### src/sfce_defs.svh
// constants for the servo fault code encoder
`ifndef SFCE_DEFS_SVH
`define SFCE_DEFS_SVH
// apb byte offsets
`define SFCE_OFF_CTRL 12'h000
`define SFCE_OFF_STAT 12'h004
`define SFCE_OFF_CFG 12'h008
`define SFCE_OFF_RAW 12'h00C
// ctrl fields
`define SFCE_CTRL_CLR_BIT 0
// cfg fields
`define SFCE_CFG_CSEL_BIT 0
`define SFCE_CFG_PIN_LSB 4
`define SFCE_CFG_PIN_W 2
`define SFCE_CFG_RESET 32'h0000_0001
// stat fields
`define SFCE_STAT_CODE_LSB 0
`define SFCE_STAT_FAULT_BIT 4
`define SFCE_STAT_CAUT_BIT 5
`define SFCE_STAT_PANEL_BIT 6
`define SFCE_STAT_LATCH_BIT 7
// three bit codes, bit0 is lsb
`define SFCE_CODE_UV 3'h4
`define SFCE_CODE_OS 3'h5
`define SFCE_CODE_OL 3'h7
`define SFCE_CODE_ENC 3'h0
`define SFCE_CODE_LINK 3'h5
`define SFCE_CODE_DEV 3'h3
`define SFCE_CODE_OPT 3'h6
`define SFCE_CODE_PH 3'h2
`define SFCE_CODE_W_OL 3'h1
`define SFCE_CODE_W_RG 3'h2
`define SFCE_CODE_W_BAT 3'h3
// a/d conversion timeout
`define SFCE_AD_TMO_US 100
`define SFCE_AD_TMO_CYC ((`SFCE_AD_TMO_US * 100))
`define SFCE_NFAULT 28
`endif

### src/sfce_pkg.sv
// types for the servo fault code encoder
package sfce_pkg;
    // fault event inputs, one bit each
    typedef struct packed {
        logic undervolt;
        logic overspeed;
        logic ovl_inst;
        logic ovl_sust;
        logic dbrake_ovl;
        logic inrush_ovl;
        logic heatsink_hot;
        logic enc_backup;
        logic enc_cksum;
        logic enc_batt;
        logic enc_internal;
        logic enc_overspeed;
        logic enc_hot;
        logic system_err;
        logic enc_link;
        logic runaway;
        logic multiturn_data;
        logic enc_param;
        logic enc_data;
        logic multiturn_mismatch;
        logic option_missing;
        logic phase_missing;
    } sfce_fault_in_s;
    // caution inputs
    typedef struct packed {
        logic ovl_warn;
        logic regen_warn;
        logic batt_low;
    } sfce_caut_in_s;
    // a/d read supervision inputs
    typedef struct packed {
        logic spd_start;
        logic spd_done;
        logic trq_start;
        logic trq_done;
    } sfce_ad_in_s;
    // pin outputs
    typedef struct packed {
        logic fault_output;
        logic [2:0] caution_out;
        logic fault_code_bit0;
        logic fault_code_bit1;
        logic fault_code_bit2;
        logic power_stage_enable;
        logic panel_link_err;
    } sfce_pins_s;
    // whole state
    typedef struct packed {
        logic fault_act;
        logic [2:0] fcode;
        logic sticky;
        logic [5:0] pend;
        logic panel_err;
        logic spd_busy;
        logic trq_busy;
        logic [15:0] spd_cnt;
        logic [15:0] trq_cnt;
        logic [31:0] cfg;
        logic [31:0] prdata;
        logic pready;
        logic pslverr;
        logic [31:0] pos_limit;
        sfce_pins_s pins;
    } sfce_state_s;
endpackage

### src/sfce_top.sv
// servo fault and caution code encoder with apb control
`timescale 1ns/1ns
`default_nettype none
`include "sfce_defs.svh"
// apb slave for control, plus level inputs from the detectors
// fault, stage and caution pins idle high, code lines idle low
// every output leaves a flop, so the host never sees a glitch
module sfce_top
(
    input wire logic pclk,
    input wire logic presetn,
    input wire logic psel,
    input wire logic penable,
    input wire logic pwrite,
    input wire logic [11:0] paddr,
    input wire logic [31:0] pwdata,
    output logic [31:0] prdata,
    output logic pready,
    output logic pslverr,
    input wire sfce_pkg::sfce_fault_in_s fault_in,
    input wire sfce_pkg::sfce_caut_in_s caut_in,
    input wire sfce_pkg::sfce_ad_in_s ad_in,
    input wire logic [31:0] position_error,
    input wire logic [31:0] load_deviation,
    input wire logic [31:0] load_deviation_limit,
    input wire logic panel_tx_fail,
    input wire logic panel_tx_timeout,
    input wire logic fault_clear,
    output logic fault_output,
    output logic [2:0] caution_out,
    output logic fault_code_bit0,
    output logic fault_code_bit1,
    output logic fault_code_bit2,
    output logic power_stage_enable,
    output logic panel_link_err
);
    // extra apb offset for the position error limit
    localparam logic [11:0] OFF_POSLIM = 12'h010;
    localparam logic [15:0] AD_TMO = 16'(`SFCE_AD_TMO_CYC);
    // register map seen by software
    // ctrl 000: writing one to bit0 asks for a clear
    // ctrl reads back as zero
    // stat 004: read only; code, fault, caution, panel, latch
    // cfg 008: bit0 caution code select, bits 5:4 terminal
    // raw 00c: read only, the power-cycle latches
    // poslim 010: position error limit, all ones at reset
    // all ones keeps the deviation check quiet until software
    // has set a real limit
    // the a/d timeout is a fixed count, not a register;
    // a slower converter would need a longer count here
    // trade-off: saves a register and its decode

    // one packed struct holds all state, registered in one place
    sfce_pkg::sfce_state_s st_r; // registered state
    sfce_pkg::sfce_state_s st_nxt; // next state
    logic [2:0] new_code; // code of highest ranked new fault
    logic new_any; // any fault event this cycle
    logic [5:0] pend_set; // faults that need a power cycle
    logic soft_clr; // clear from pin or register
    logic [2:0] caut_code; // caution code by rank
    logic caut_any; // any caution active
    logic spd_tmo; // speed a/d timed out
    logic trq_tmo; // torque a/d timed out
    logic wr_en; // apb write access
    logic rd_en; // apb read access

    // a/d busy counter step, shared by both channels
    function automatic logic [15:0] ad_step(input logic busy, input logic [15:0] cnt);
        ad_step = busy ? ((cnt == AD_TMO) ? cnt : 16'(cnt + 16'h0001)) : 16'h0000;
    endfunction

    // fault to code mapping, earlier branch wins when events coincide
    // the ranking only matters in the first cycle of a fault:
    // once a fault is latched, later events leave the code alone
    // several detections share one code, so the host cannot
    // tell them apart from the lines alone
    // position and load checks are plain unsigned compares
    // limitation: a deviation exactly at its limit is no fault
    // new_any is set first and taken back in the quiet branch
    always_comb
    begin
        new_any = 1'b1;
        new_code = 3'h0;
        if (fault_in.undervolt)
        begin
            new_code = `SFCE_CODE_UV;
        end
        else if (fault_in.overspeed)
        begin
            new_code = `SFCE_CODE_OS;
        end
        else if (fault_in.ovl_inst)
        begin
            new_code = `SFCE_CODE_OL;
        end
        else if (fault_in.ovl_sust)
        begin
            new_code = `SFCE_CODE_OL;
        end
        else if (fault_in.dbrake_ovl | fault_in.inrush_ovl | fault_in.heatsink_hot)
        begin
            new_code = `SFCE_CODE_OL;
        end
        // absolute encoder group, code zero for all
        else if (fault_in.enc_backup | fault_in.enc_cksum | fault_in.enc_batt | fault_in.enc_internal
                 | fault_in.enc_hot)
        begin
            new_code = `SFCE_CODE_ENC;
        end
        else if (fault_in.enc_overspeed)
        begin
            new_code = `SFCE_CODE_ENC;
        end
        // converter watch, fed by the busy counters
        else if (spd_tmo | trq_tmo)
        begin
            new_code = `SFCE_CODE_ENC;
        end
        else if (fault_in.system_err)
        begin
            new_code = `SFCE_CODE_ENC;
        end
        else if (fault_in.enc_link | fault_in.runaway | fault_in.multiturn_data | fault_in.enc_param
                 | fault_in.enc_data)
        begin
            new_code = `SFCE_CODE_LINK;
        end
        else if (fault_in.multiturn_mismatch)
        begin
            new_code = `SFCE_CODE_LINK;
        end
        else if (position_error > st_r.pos_limit)
        begin
            new_code = `SFCE_CODE_DEV;
        end
        else if (load_deviation > load_deviation_limit)
        begin
            new_code = `SFCE_CODE_DEV;
        end
        else if (fault_in.option_missing)
        begin
            new_code = `SFCE_CODE_OPT;
        end
        else if (fault_in.phase_missing)
        begin
            new_code = `SFCE_CODE_PH;
        end
        else
        begin
            new_any = 1'b0; // quiet
        end
    end

    // cautions ranked overload, regeneration, battery
    // a caution never latches: it follows its input a cycle late
    // and drops as soon as the condition goes away
    // the ranking picks one code when cautions overlap
    // operation goes on; nothing here touches the stage enable
    always_comb
    begin
        caut_any = 1'b1;
        caut_code = 3'h0;
        if (caut_in.ovl_warn)
        begin
            caut_code = `SFCE_CODE_W_OL;
        end
        else if (caut_in.regen_warn)
        begin
            caut_code = `SFCE_CODE_W_RG;
        end
        else if (caut_in.batt_low)
        begin
            caut_code = `SFCE_CODE_W_BAT;
        end
        else
        begin
            caut_any = 1'b0; // none
        end
    end

    // power-cycle-only sources; a soft clear cannot drop these
    // the latches stay set until presetn, so a clear request
    // while any of them is set leaves the fault standing
    // a timeout flag stays high while its channel stays busy,
    // so a done pulse must come before a clear can take
    assign pend_set = {fault_in.enc_backup, fault_in.enc_cksum, fault_in.enc_internal,
                       fault_in.enc_link, fault_in.system_err, fault_in.multiturn_data};
    assign spd_tmo = st_r.spd_busy & (st_r.spd_cnt == AD_TMO);
    assign trq_tmo = st_r.trq_busy & (st_r.trq_cnt == AD_TMO);
    assign wr_en = psel & penable & pwrite;
    assign rd_en = psel & penable & ~pwrite;
    assign soft_clr = fault_clear | (wr_en & (paddr == `SFCE_OFF_CTRL) & pwdata[`SFCE_CTRL_CLR_BIT]);

    // next state of the whole block
    // every field starts from its old value
    // the answer strobes start low; only an access raises them
    // order matters below: clear, then latch, then new faults,
    // so that a fault in the clear cycle still wins
    // a/d channels: start arms the watch, done drops it,
    // and the counter saturates at the timeout count
    always_comb
    begin
        st_nxt = st_r;
        st_nxt.pready = 1'b0;
        st_nxt.pslverr = 1'b0;
        // a/d supervision: start arms, done disarms
        st_nxt.spd_busy = (st_r.spd_busy | ad_in.spd_start) & ~ad_in.spd_done;
        st_nxt.trq_busy = (st_r.trq_busy | ad_in.trq_start) & ~ad_in.trq_done;
        st_nxt.spd_cnt = ad_step(st_r.spd_busy, st_r.spd_cnt);
        st_nxt.trq_cnt = ad_step(st_r.trq_busy, st_r.trq_cnt);
        // clear first; any new event this cycle overrides it
        if (soft_clr && st_r.pend == 6'h00)
        begin
            st_nxt.fault_act = 1'b0;
            st_nxt.fcode = 3'h0;
            st_nxt.panel_err = 1'b0;
        end
        st_nxt.pend = st_r.pend | pend_set;
        // first fault takes the lines; later ones only keep it set
        // a fault in the clear cycle replaces the cleared code
        // panel errors latch apart from faults and carry no code
        if (new_any && !st_r.fault_act)
        begin
            st_nxt.fault_act = 1'b1;
            st_nxt.fcode = new_code;
        end
        else if (new_any && soft_clr && st_r.pend == 6'h00)
        begin
            st_nxt.fault_act = 1'b1; // set beats clear
            st_nxt.fcode = new_code;
        end
        if (panel_tx_fail | panel_tx_timeout)
        begin
            st_nxt.panel_err = 1'b1;
        end
        // apb write side
        // read-only or unmapped words only flag an error
        // ctrl writes only pulse the clear, nothing is stored
        // the access phase lasts two cycles, so a write lands twice;
        // harmless, the same data is stored again
        if (wr_en)
        begin
            st_nxt.pready = 1'b1;
            case (paddr)
                `SFCE_OFF_CTRL: st_nxt.pslverr = 1'b0;
                `SFCE_OFF_CFG: st_nxt.cfg = pwdata;
                OFF_POSLIM: st_nxt.pos_limit = pwdata;
                default: st_nxt.pslverr = 1'b1; // unmapped or read-only
            endcase
        end
        // apb read side
        // status bits come from the old state, one cycle stale, except the caution bit, taken from the live inputs;
        // the host polls, so this costs nothing
        // reads have no side effects, no flag clears on read
        if (rd_en)
        begin
            st_nxt.pready = 1'b1;
            case (paddr)
                `SFCE_OFF_CTRL: st_nxt.prdata = 32'h0000_0000;
                `SFCE_OFF_STAT: st_nxt.prdata = {24'h00_0000, |st_r.pend, st_r.panel_err, caut_any,
                                                  st_r.fault_act, 1'b0, st_r.fcode};
                `SFCE_OFF_CFG: st_nxt.prdata = st_r.cfg;
                `SFCE_OFF_RAW: st_nxt.prdata = {26'h000_0000, st_r.pend};
                OFF_POSLIM: st_nxt.prdata = st_r.pos_limit;
                default:
                begin
                    st_nxt.prdata = 32'h0000_0000;
                    st_nxt.pslverr = 1'b1; // unmapped
                end
            endcase
        end
        // one-cycle answer, drop after the access edge
        // the second access cycle would raise pready again;
        // forcing it low keeps the answer a single pulse
        // prdata keeps its value until the next read
        if (st_r.pready)
        begin
            st_nxt.pready = 1'b0;
            st_nxt.pslverr = 1'b0;
        end
        // pins from the updated state
        // built from the next state, so they flip on the same edge
        // as the fault latch and still leave a flop
        // caution terminals idle high; one goes low when assigned
        // fault beats caution on the code lines
        st_nxt.pins.fault_output = ~st_nxt.fault_act;
        st_nxt.pins.power_stage_enable = ~st_nxt.fault_act;
        st_nxt.pins.panel_link_err = st_nxt.panel_err;
        st_nxt.pins.caution_out = 3'h7;
        if (caut_any && st_r.cfg[`SFCE_CFG_PIN_LSB +: `SFCE_CFG_PIN_W] != 2'h0)
        begin
            // terminal 1..3 chosen; zero means not assigned
            st_nxt.pins.caution_out[2'(st_r.cfg[`SFCE_CFG_PIN_LSB +: `SFCE_CFG_PIN_W] - 2'h1)] = 1'b0;
        end
        if (st_nxt.fault_act)
        begin
            {st_nxt.pins.fault_code_bit2, st_nxt.pins.fault_code_bit1, st_nxt.pins.fault_code_bit0} =
                st_nxt.fcode;
        end
        else if (caut_any && st_r.cfg[`SFCE_CFG_CSEL_BIT])
        begin
            {st_nxt.pins.fault_code_bit2, st_nxt.pins.fault_code_bit1, st_nxt.pins.fault_code_bit0} =
                caut_code;
        end
        else
        begin
            {st_nxt.pins.fault_code_bit2, st_nxt.pins.fault_code_bit1, st_nxt.pins.fault_code_bit0} = 3'h0;
        end
    end

    // single state register
    // reset loads constants only; pins start at safe idle levels
    // so the stage may run until the first fault
    // cfg resets with caution codes on and no terminal chosen
    // the position limit resets to all ones, check disabled
    // the whole struct clears first, then fields get their values
    always_ff @(posedge pclk or negedge presetn)
    begin
        if (!presetn)
        begin
            st_r <= '0;
            st_r.cfg <= `SFCE_CFG_RESET; // caution codes on by default
            st_r.pos_limit <= 32'hFFFF_FFFF;
            st_r.pins.fault_output <= 1'b1;
            st_r.pins.caution_out <= 3'h7;
            st_r.pins.power_stage_enable <= 1'b1;
        end
        else
        begin
            st_r <= st_nxt;
        end
    end

    // outputs straight from flops
    // no logic after the flops, so the host sees clean levels
    // and no glitch reaches the fault or stage pins
    // the apb answer signals come from the same register
    assign prdata = st_r.prdata;
    assign pready = st_r.pready;
    assign pslverr = st_r.pslverr;
    assign fault_output = st_r.pins.fault_output;
    assign caution_out = st_r.pins.caution_out;
    assign fault_code_bit0 = st_r.pins.fault_code_bit0;
    assign fault_code_bit1 = st_r.pins.fault_code_bit1;
    assign fault_code_bit2 = st_r.pins.fault_code_bit2;
    assign power_stage_enable = st_r.pins.power_stage_enable;
    assign panel_link_err = st_r.pins.panel_link_err;
endmodule
`default_nettype wire

### config.mk
export PLATFORM = sky130hd
export DESIGN_NAME = sfce_top
export DESIGN_NICKNAME = d
export VERILOG_FILES = /design/src/sfce_pkg.sv /design/src/sfce_top.sv
export VERILOG_INCLUDE_DIRS = /design/src
export SDC_FILE = /design/constraint.sdc
export NUM_CORES = 1
export LEC_CHECK = 0
export BUFFER_PORTS_ARGS = -buffer_cell sky130_fd_sc_hd__buf_2
export CAP_MARGIN = 10
export CELL_PAD_IN_SITES_DETAIL_PLACEMENT = 0
export CELL_PAD_IN_SITES_GLOBAL_PLACEMENT = 1
export CORE_AREA = 2 2 140 142
export CTS_BUF_LIST = sky130_fd_sc_hd__clkbuf_4 sky130_fd_sc_hd__clkbuf_8
export DETAILED_ROUTE_END_ITERATION = 8
export DIE_AREA = 0 0 142 144
export PLACE_DENSITY = 0.91
export SLEW_MARGIN = 20
export SYNTH_ARGS = -nofsm -noshare
export SYNTH_HDL_FRONTEND = slang
export SYNTH_SLANG_ARGS = --single-unit
### constraint.sdc
create_clock -name pclk -period 5 [get_ports pclk]
set_input_delay 0.25 -clock pclk [delete_from_list [all_inputs] [get_ports pclk]]
set_output_delay 0.25 -clock pclk [all_outputs]
set_load 0.03 [all_outputs]
[Word-level counts from Yosys, hierarchy flattened]
Cells that the tools add are included.
Word-level totals
  output and inout bits: 43
  logic and storage cells: 137
  register bits: 150
Operators by class
  add/sub/neg operators: 3
  mux-type cells: 57
  reduce and logical (&&, ||, !) cells: 17
  order comparisons: 4
  equality and inequality tests: 8
  bitwise logic cells: 30
Operators with widths (number)
  $pmux 32 s4: 1
  $gt 32x32->1: 2
  $mux 16: 4
  $mux 3: 17
  $mux 34: 1
  $add 16x1->16 const B: 2
  $eq 16x14->1 const B: 2
  $mux 32: 1
  $eq 12x4->1 const B: 2
  $mux 1: 23
  $or 1x1->1: 15
  $eq 12x3->1 const B: 1
  $eq 12x5->1 const B: 1
  $logic_not 12->1: 1
  $mux 2: 6
  $mux 4: 3
  $and 1x1->1: 9
  $logic_and 1x1->1: 7
  $logic_not 6->1: 1
  $or 6x6->6: 1
  $reduce_or 6->1: 1
  $reduce_or 5->1: 1
  $ne 2x2->1 const B: 2
  $not 1->1: 4
  other kinds (9): 11

[Logic depth before layout (Yosys ltp)]
Gate-level depths: netlist of the first run.
  depth in word-level cells: 20
  gate-level depth with buffers: 10
  mapped depth without buffers: 10

[Worst setup path after synthesis of the first run]
Ideal clock, no wire load.
  path type: reg2reg
  from: register st_r[31] in the netlist's numbering
  to: register st_r[149] in the netlist's numbering
  path buffers: 0
  arrival: 2.496 ns
  path slack: 2.383 ns
  period minus slack after synthesis: 2.617 ns
  required time: 4.879 ns
  stages on the path, launching flop included: 11
  cells stage by stage: dfstp_2 > inv_1 > ha_1 > and4_1 > and4bb_1 > and3_1 > nor4_1 > a2111oi_4 > and4b_4 > o21a_2 > a22o_1
RTL lines
  start, declared: RTL line sfce_top.sv:54  | sfce_pkg::sfce_state_s st_r;
  start signal, assigned: RTL line sfce_top.sv:330  | st_r <= st_nxt;

==> impl_metrics.yaml, run 1 <==
run_status:
  status: "completed"
floorplanning:
  die_h_um: 144
  die-width_um: 142
  boundaryPins: 220
  num_rows: 51
  initial_core_util: 0.441
  die-area_um2: 20400
  core-area_um2: 19100
routing:
  drtIter0Drc: 355
  viasPerCell: 5.28
  vias: 6648
  wl_per_cell_um: 16.4
  routed_wl_um: 20700
  drc: 0
  drtPass1Iterations: 6
  route.antenna.remaining_nets: 0
clocking:
  root_buffer: "clkbuf_8"
  clock-sinks: 150
  cts_buffers: 17
  cts.clk_slew.worst_paths_ns: 0.08
  h-tree-depth: 4
  clk_path_buf_depth: 2
  tritoncts: "done"
  clock_latency_ns: 0.45
  post_cts_buffers: 0
yosys:
  synth_area_leaders: "dfrtp_1 (34%), dfstp_2 (12%), ha_1 (10%)"
  synth_cell_types: 59
  syn-num-nets: 1065
  yosysTopAreaCell: "dfrtp_1"
  avgSynthCellArea_um2: 10.3
  ys_seq_area_frac: 0.452
  synth_top_area_frac: 0.336
  synth_ff_type: "dfrtp_1"
  ys_warn_count: 0
  synth_edf_count: 0
  syn_area_um2: 8410
  synthCells: 820
  async_reset_ff_frac: 1.00
  yosys_register_bits: 150
timing:
  fmax_mhz: 334
  finalCriticalPeriod_ns: 3.00
  worst_slew_pin_slew_ns: 1.03
  hold-worst-slack_ns: 0.0341
  finalSetupViolations: 0
  post-route-period-util: 0.599
  hold_viol: 0
  rsz0062_at_grt: "no"
  maxSlewHeadroom: 0.313
  skew_ns: 0.0104
  setup-tns-final_ns: 0
  report.final.slew_viol_count: 0
global_routing:
  antenna_found_initial: 1
  grt.overflow.total: 0
  grt_pass1_vias: 6428
  grt_start_max_net_pins: 98
  grt_pass1_wl_um: 32400
  grtUsageTotal: 0.205
critical_path:
  end_kind: "flop"
  cp_slowest_cell: "dfstp_2"
  cp_max_fo: 4
  arrival_ns: 3.34
  crit_path_start_kind: "flop"
  crit_chain: "inv_1 -> ha_1 -> nand4_1 -> and4bb_1 -> and3_1 -> nor4_1 -> a2111oi_4 -> and4b_4 -> nand2b_4 -> o41ai_2"
  cp.required_ns: 5.34
  worstSetupPathType: "reg -> reg"
  slowest_delay_ns: 0.54
placement:
  dp_hpwl_um: 15500
  port_buffers: 219
  placed_area_um2: 9470
  globalplace.congestion: 0.830
layout:
  syn_to_final_growth_pct: 19.0
  diodes: 0
  fin_util: 0.525
  drive_gt1_frac: 0.363
  finish.instance_area_um2: 10000
  num-nets-final: 1253
  fillers: 1725
pwr:
  power_density_nw_per_um2: 257
  p_leak_uw: 0.00479
  ir_worst_vdd_v: 0.000147
worst_hold_path:
  hp-class: "in -> reg"
job:
  max_cap_violations: 0
-- metal layers --
metal / share of wire / vias up / GRT usage
met5: 0.00058 / - / 0
met4: 0.012 / 2 / 0.0532
met3: 0.070 / 23 / 0.0467
met2: 0.47 / 226 / 0.346
met1: 0.44 / 3148 / 0.269
li1: - / 3249 / -
-- final timing paths --
check / from / to / slack [ns] / cells after the start
hold / removal: fault_in[8] / st_r[143]$_DFF_PN0_ / 0.03 / 2
min in group asynchronous: presetn / prdata[28]$_DFFE_PN0P_ / 0.44 / 2
hold reg to reg: pready$_DFF_PN0_ / pready$_DFF_PN0_ / 0.45 / 1
setup / recovery: st_r[40]$_DFFE_PN1P_ / fault_code_bit1$_DFF_PN0_ / 2.00 / 10
setup reg to reg: st_r[40]$_DFFE_PN1P_ / fault_code_bit1$_DFF_PN0_ / 2.00 / 10
max in group asynchronous: presetn / st_r[89]$_DFFE_PN0P_ / 3.32 / 3
-- report_power, final --
group	internal (uW)	switching, uW	leakage [uW]
clock network	641	455	0.000238
registers	1220	6.06	0.00190
logic	110	136	0.00266
-- cell usage in the layout (no fill, tap or decap), drive strengths merged, types with 6 or more instances in the layout --
cell         synthesis  routed
or3                  8       8
a21oi               41      41
dfrtp              113     113
o21ai               45      45
nor2b                6       6
ha                  68      68
inv                 72      72
buf                 49     222
nor3                 7       7
nand3               28      28
a22oi               25      25
clkbuf              12      23
dlygate4sd3          0       8
mux2                63      63
nand4               17      17
xor2                15      15
nand2               59      59
a21o                 9       9
and3                 8       8
or2                  8       8
nor2                53      53
dfstp               37      37
a222oi               6       6
-- logic make-up after synthesis --
| kind of cell | after synthesis | share of synthesized area |
|---|---|---|
| AOI/OAI and AO/OA | 157 | 0.123 |
| xor gates and xnor gates | 20 | 0.0208 |
| adders and majority gates | 68 | 0.101 |
| buffers and inverters | 134 | 0.0787 |
| DFF | 150 | 0.452 |
| muxes | 63 | 0.0843 |
| and+or+nand+nor | 228 | 0.141 |
-- state kept, by name, summed over array words and instances (netlist names) --
name                count
st_r                  108
fault_code_bit1         1
panel_link_err          1
caution_out             3
pslverr                 1
prdata                 32
power_stage_enable      1
fault_code_bit2         1
fault_code_bit0         1
pready                  1
-- what timing repair did --
item | CTS | global route
hold buffers | 8 | 0
gates resized for setup | 0 | 0
hold endpoints to repair | 79 | 0
setup endpoints to repair | 0 | 0
-- synthesized netlist by cell type (2+ instances only) --
library cell and n:
a2111oi_0 3, a211o_1 2, a211oi_1 2, a21o_1 9, a21oi_1 41, a221oi_1 4, a222oi_1 6, a22o_1 3
a22oi_1 25, and3_1 8, and4_1 5, and4bb_1 2, buf_2 10, buf_4 39, clkbuf_1 12, dfrtp_1 113
dfstp_2 37, ha_1 68, inv_1 72, mux2_2 63, nand2_1 59, nand2b_1 3, nand3_1 28, nand3b_1 4
nand4_1 17, nor2_1 53, nor2b_1 6, nor3_1 7, nor3b_1 2, nor4_1 5, nor4b_1 4, nor4bb_1 3
o211ai_1 3, o21ai_0 44, o31a_1 2, or2_2 8, or3_1 8, xnor2_1 5, xor2_1 15
-- through the flow --
stage                     setup WS [ns]  cells  total power [uW]
final                              2.00   1259              2570
after global routing               1.87   1259              2680
after CTS                          1.98   1259              2590
after detailed placement           1.90   1219              1490
after global placement             1.95   1219              1490
after floorplan                    2.38    820              1350
-- critical path: cells and delay by family, from the launching register on --
kind            cells  cell delay [ns]
buf+inv             1             0.04
fa+ha+maj           1             0.29
compound gates      2             0.73
flops               1             0.54
simple gates        6             1.29
-- layout make-up --
| class | count | area (um2) | share of cell area |
|---|---|---|---|
| multi-input combinational | 536 | 3970 | 0.397 |
| sequential | 150 | 3800 | 0.380 |
| timing repair buffer | 230 | 1200 | 0.120 |
| tap | 238 | 298 | 0.0297 |
| clock buffer | 23 | 292 | 0.0291 |
| inverter | 73 | 274 | 0.0274 |
| clock inverter | 9 | 173 | 0.0172 |
(Power assumes the default switching activity.)
==> inputs of run 2 (changes only) <==
CORE_AREA = 2 2 152 154   (was 2 2 140 142)
DIE_AREA = 0 0 154 156   (was 0 0 142 144)
PLACE_DENSITY = 0.82   (was 0.91)
clock period = 2.5 ns   (was 5 ns; I/O delays follow)
==> impl_metrics.yaml, run 2 (synthesis gave the netlist of run 1 again) <==
routing:
  drtPass1Iterations: 5
  route.antenna.remaining_nets: 0
  wl_per_cell_um: 15.8
  routed_wl_um: 22300
  vias: 7026
  drtIter0Drc: 328
  viasPerCell: 4.99
  drc: 0
timing:
  report.final.slew_viol_count: 0
  worst_slew_pin_slew_ns: 0.671
  post-route-period-util: 1.08
  fmax_mhz: 369
  finalSetupViolations: 8
  skew_ns: 0.0155
  maxSlewHeadroom: 0.552
  hold_viol: 0
  layout_setup_ws_ns: -0.206
  rsz0062_at_grt: "yes"
  finalCriticalPeriod_ns: 2.71
placement:
  port_buffers: 219
  dp_hpwl_um: 16700
  dp_slack_ns: -0.363
  globalplace.congestion: 0.841
  placed_area_um2: 9990
global_routing:
  grt_start_max_net_pins: 71
  grtUsageTotal: 0.190
  grt_pass1_wl_um: 35800
  grt_pass1_vias: 7197
  antenna_found_initial: 4
  grt.overflow.total: 0
critical_path:
  r2r_start: "st_r[32]$_DFFE_PN1P_"
  rr_worst_depth: 10
  end_kind: "flop"
  rrSetupSlack_ns: -0.21
  cp_max_fo: 4
  arrival_ns: 3.06
  r2r-end: "fault_code_bit1$_DFF_PN0_"
  crit_path_start_kind: "flop"
  cp.required_ns: 2.86
  worstSetupPathType: "reg -> reg"
clocking:
  cts_buffers: 17
  tritoncts: "done"
  clk_path_buf_depth: 2
  cts.clk_slew.worst_paths_ns: 0.09
  clock_latency_ns: 0.46
  root_buffer: "clkbuf_8"
  clock-sinks: 150
  h-tree-depth: 4
run_status:
  status: "complete, but fails checks"
  violations: "setup timing"
layout:
  regMostFlops: "st_r"
  drive_gt1_frac: 0.409
  num-nets-final: 1352
  finish.instance_area_um2: 11100
  final_cell_mix: "buf_2 (218), dfrtp_1 (113), mux2_2 (63)"
  final_common_cell: "buf_2"
  syn_to_final_growth_pct: 32.4
  largest_register_ffs: 108
floorplanning:
  die-width_um: 154
  core-area_um2: 22400
  boundaryPins: 220
  die_h_um: 156
  num_rows: 55
  die-area_um2: 24000
  initial_core_util: 0.376
pwr:
  power_density_nw_per_um2: 449
  ir_worst_vdd_v: 0.000312
  p_leak_uw: 0.00527
worst_hold_path:
  worstHoldPathCells: 3
  hold_start: "caut_in[1]"
  hp-class: "in -> reg"
  whs_endpoint: "caution_out[0]$_DFF_PN1_"
job:
  max_cap_violations: 0
## run 2: cell types whose count changed in the layout (fill, tap and decap cells not counted), sizes merged
cell and delta:
buf +57, dlygate4sd3 +42, diode +4, bufinv -3
inv +3, clkbuf -2, clkinv +2
## run 2: layer usage
metal  track usage  part of all wire
met5             0                 0
met4        0.0636             0.017
met3        0.0356             0.050
met2         0.324              0.49
met1         0.243              0.45
## run 2: layout make-up
| type | instances | area (um2) |
|---|---|---|
| Fill cell | 2028 | 11200 |
| Multi-Input combinational cell | 536 | 4190 |
| Sequential cell | 150 | 3800 |
| Timing Repair Buffer | 329 | 2090 |
| Tap cell | 285 | 357 |
| Clock buffer | 21 | 283 |
| Inverter | 73 | 274 |
| Clock inverter | 11 | 138 |
| Antenna cell | 4 | 10.0 |
## run 2: power breakdown
part	switching, uW	internal (uW)	leakage (uW)
logic	290	290	0.00316
registers	10.7	2440	0.00190
clock network	970	996	0.000211
total	1270	3730	0.00527
## run 2: what timing repair did
item	CTS	global route
endpoints found under the hold margin	130	0
gates resized for setup	27	5
gates cloned	0	0
pin swaps	9	3
hold buffers	50	0
endpoints found under the setup margin	8	8
buffers inserted	1	0
## run 2: how the worst max path moves through the flow
stage	startpoint	to	slack (ns)	cells past startpoint
4_1_cts	st_r[32]$_DFFE_PN1P_	fault_code_bit1$_DFF_PN0_	-0.19	10
3_3_place_gp	st_r[31]$_DFFE_PN1P_	st_r[149]$_DFF_PN0_	-0.30	10
6_report	st_r[32]$_DFFE_PN1P_	fault_code_bit1$_DFF_PN0_	-0.21	10
5_1_grt	st_r[35]$_DFFE_PN1P_	fault_code_bit1$_DFF_PN0_	-0.37	10
3_5_place_dp	st_r[31]$_DFFE_PN1P_	st_r[149]$_DFF_PN0_	-0.36	10
2_1_floorplan	st_r[31]$_DFFE_PN1P_	st_r[149]$_DFF_PN0_	-0.03	10
## run 2: through the flow
stage,total power [uW],TNS [ns],instances,hold slack (ns),utilization
CTS,5040,-1.20,1405,0.000266,0.497
global route,5260,-2.53,1409,0.0353,0.498
detailed placement,3000,-1.97,1322,0.179,0.447
global placement,2990,-1.32,1322,0.176,0.447
finish,5000,-1.34,1409,0.0225,0.498
floorplan,2700,-0.0333,820,-0.171,-
## run 2: critical path, cell delays in order (launching register included)
cell       delay, ns
dfstp_2         0.55
inv_2           0.05
ha_4            0.26
and4_4          0.23
and4bb_1        0.25
and3_4          0.21
nor4_4          0.06
a2111oi_4       0.39
and4b_4         0.35
nand2b_4        0.08
o41ai_2         0.19
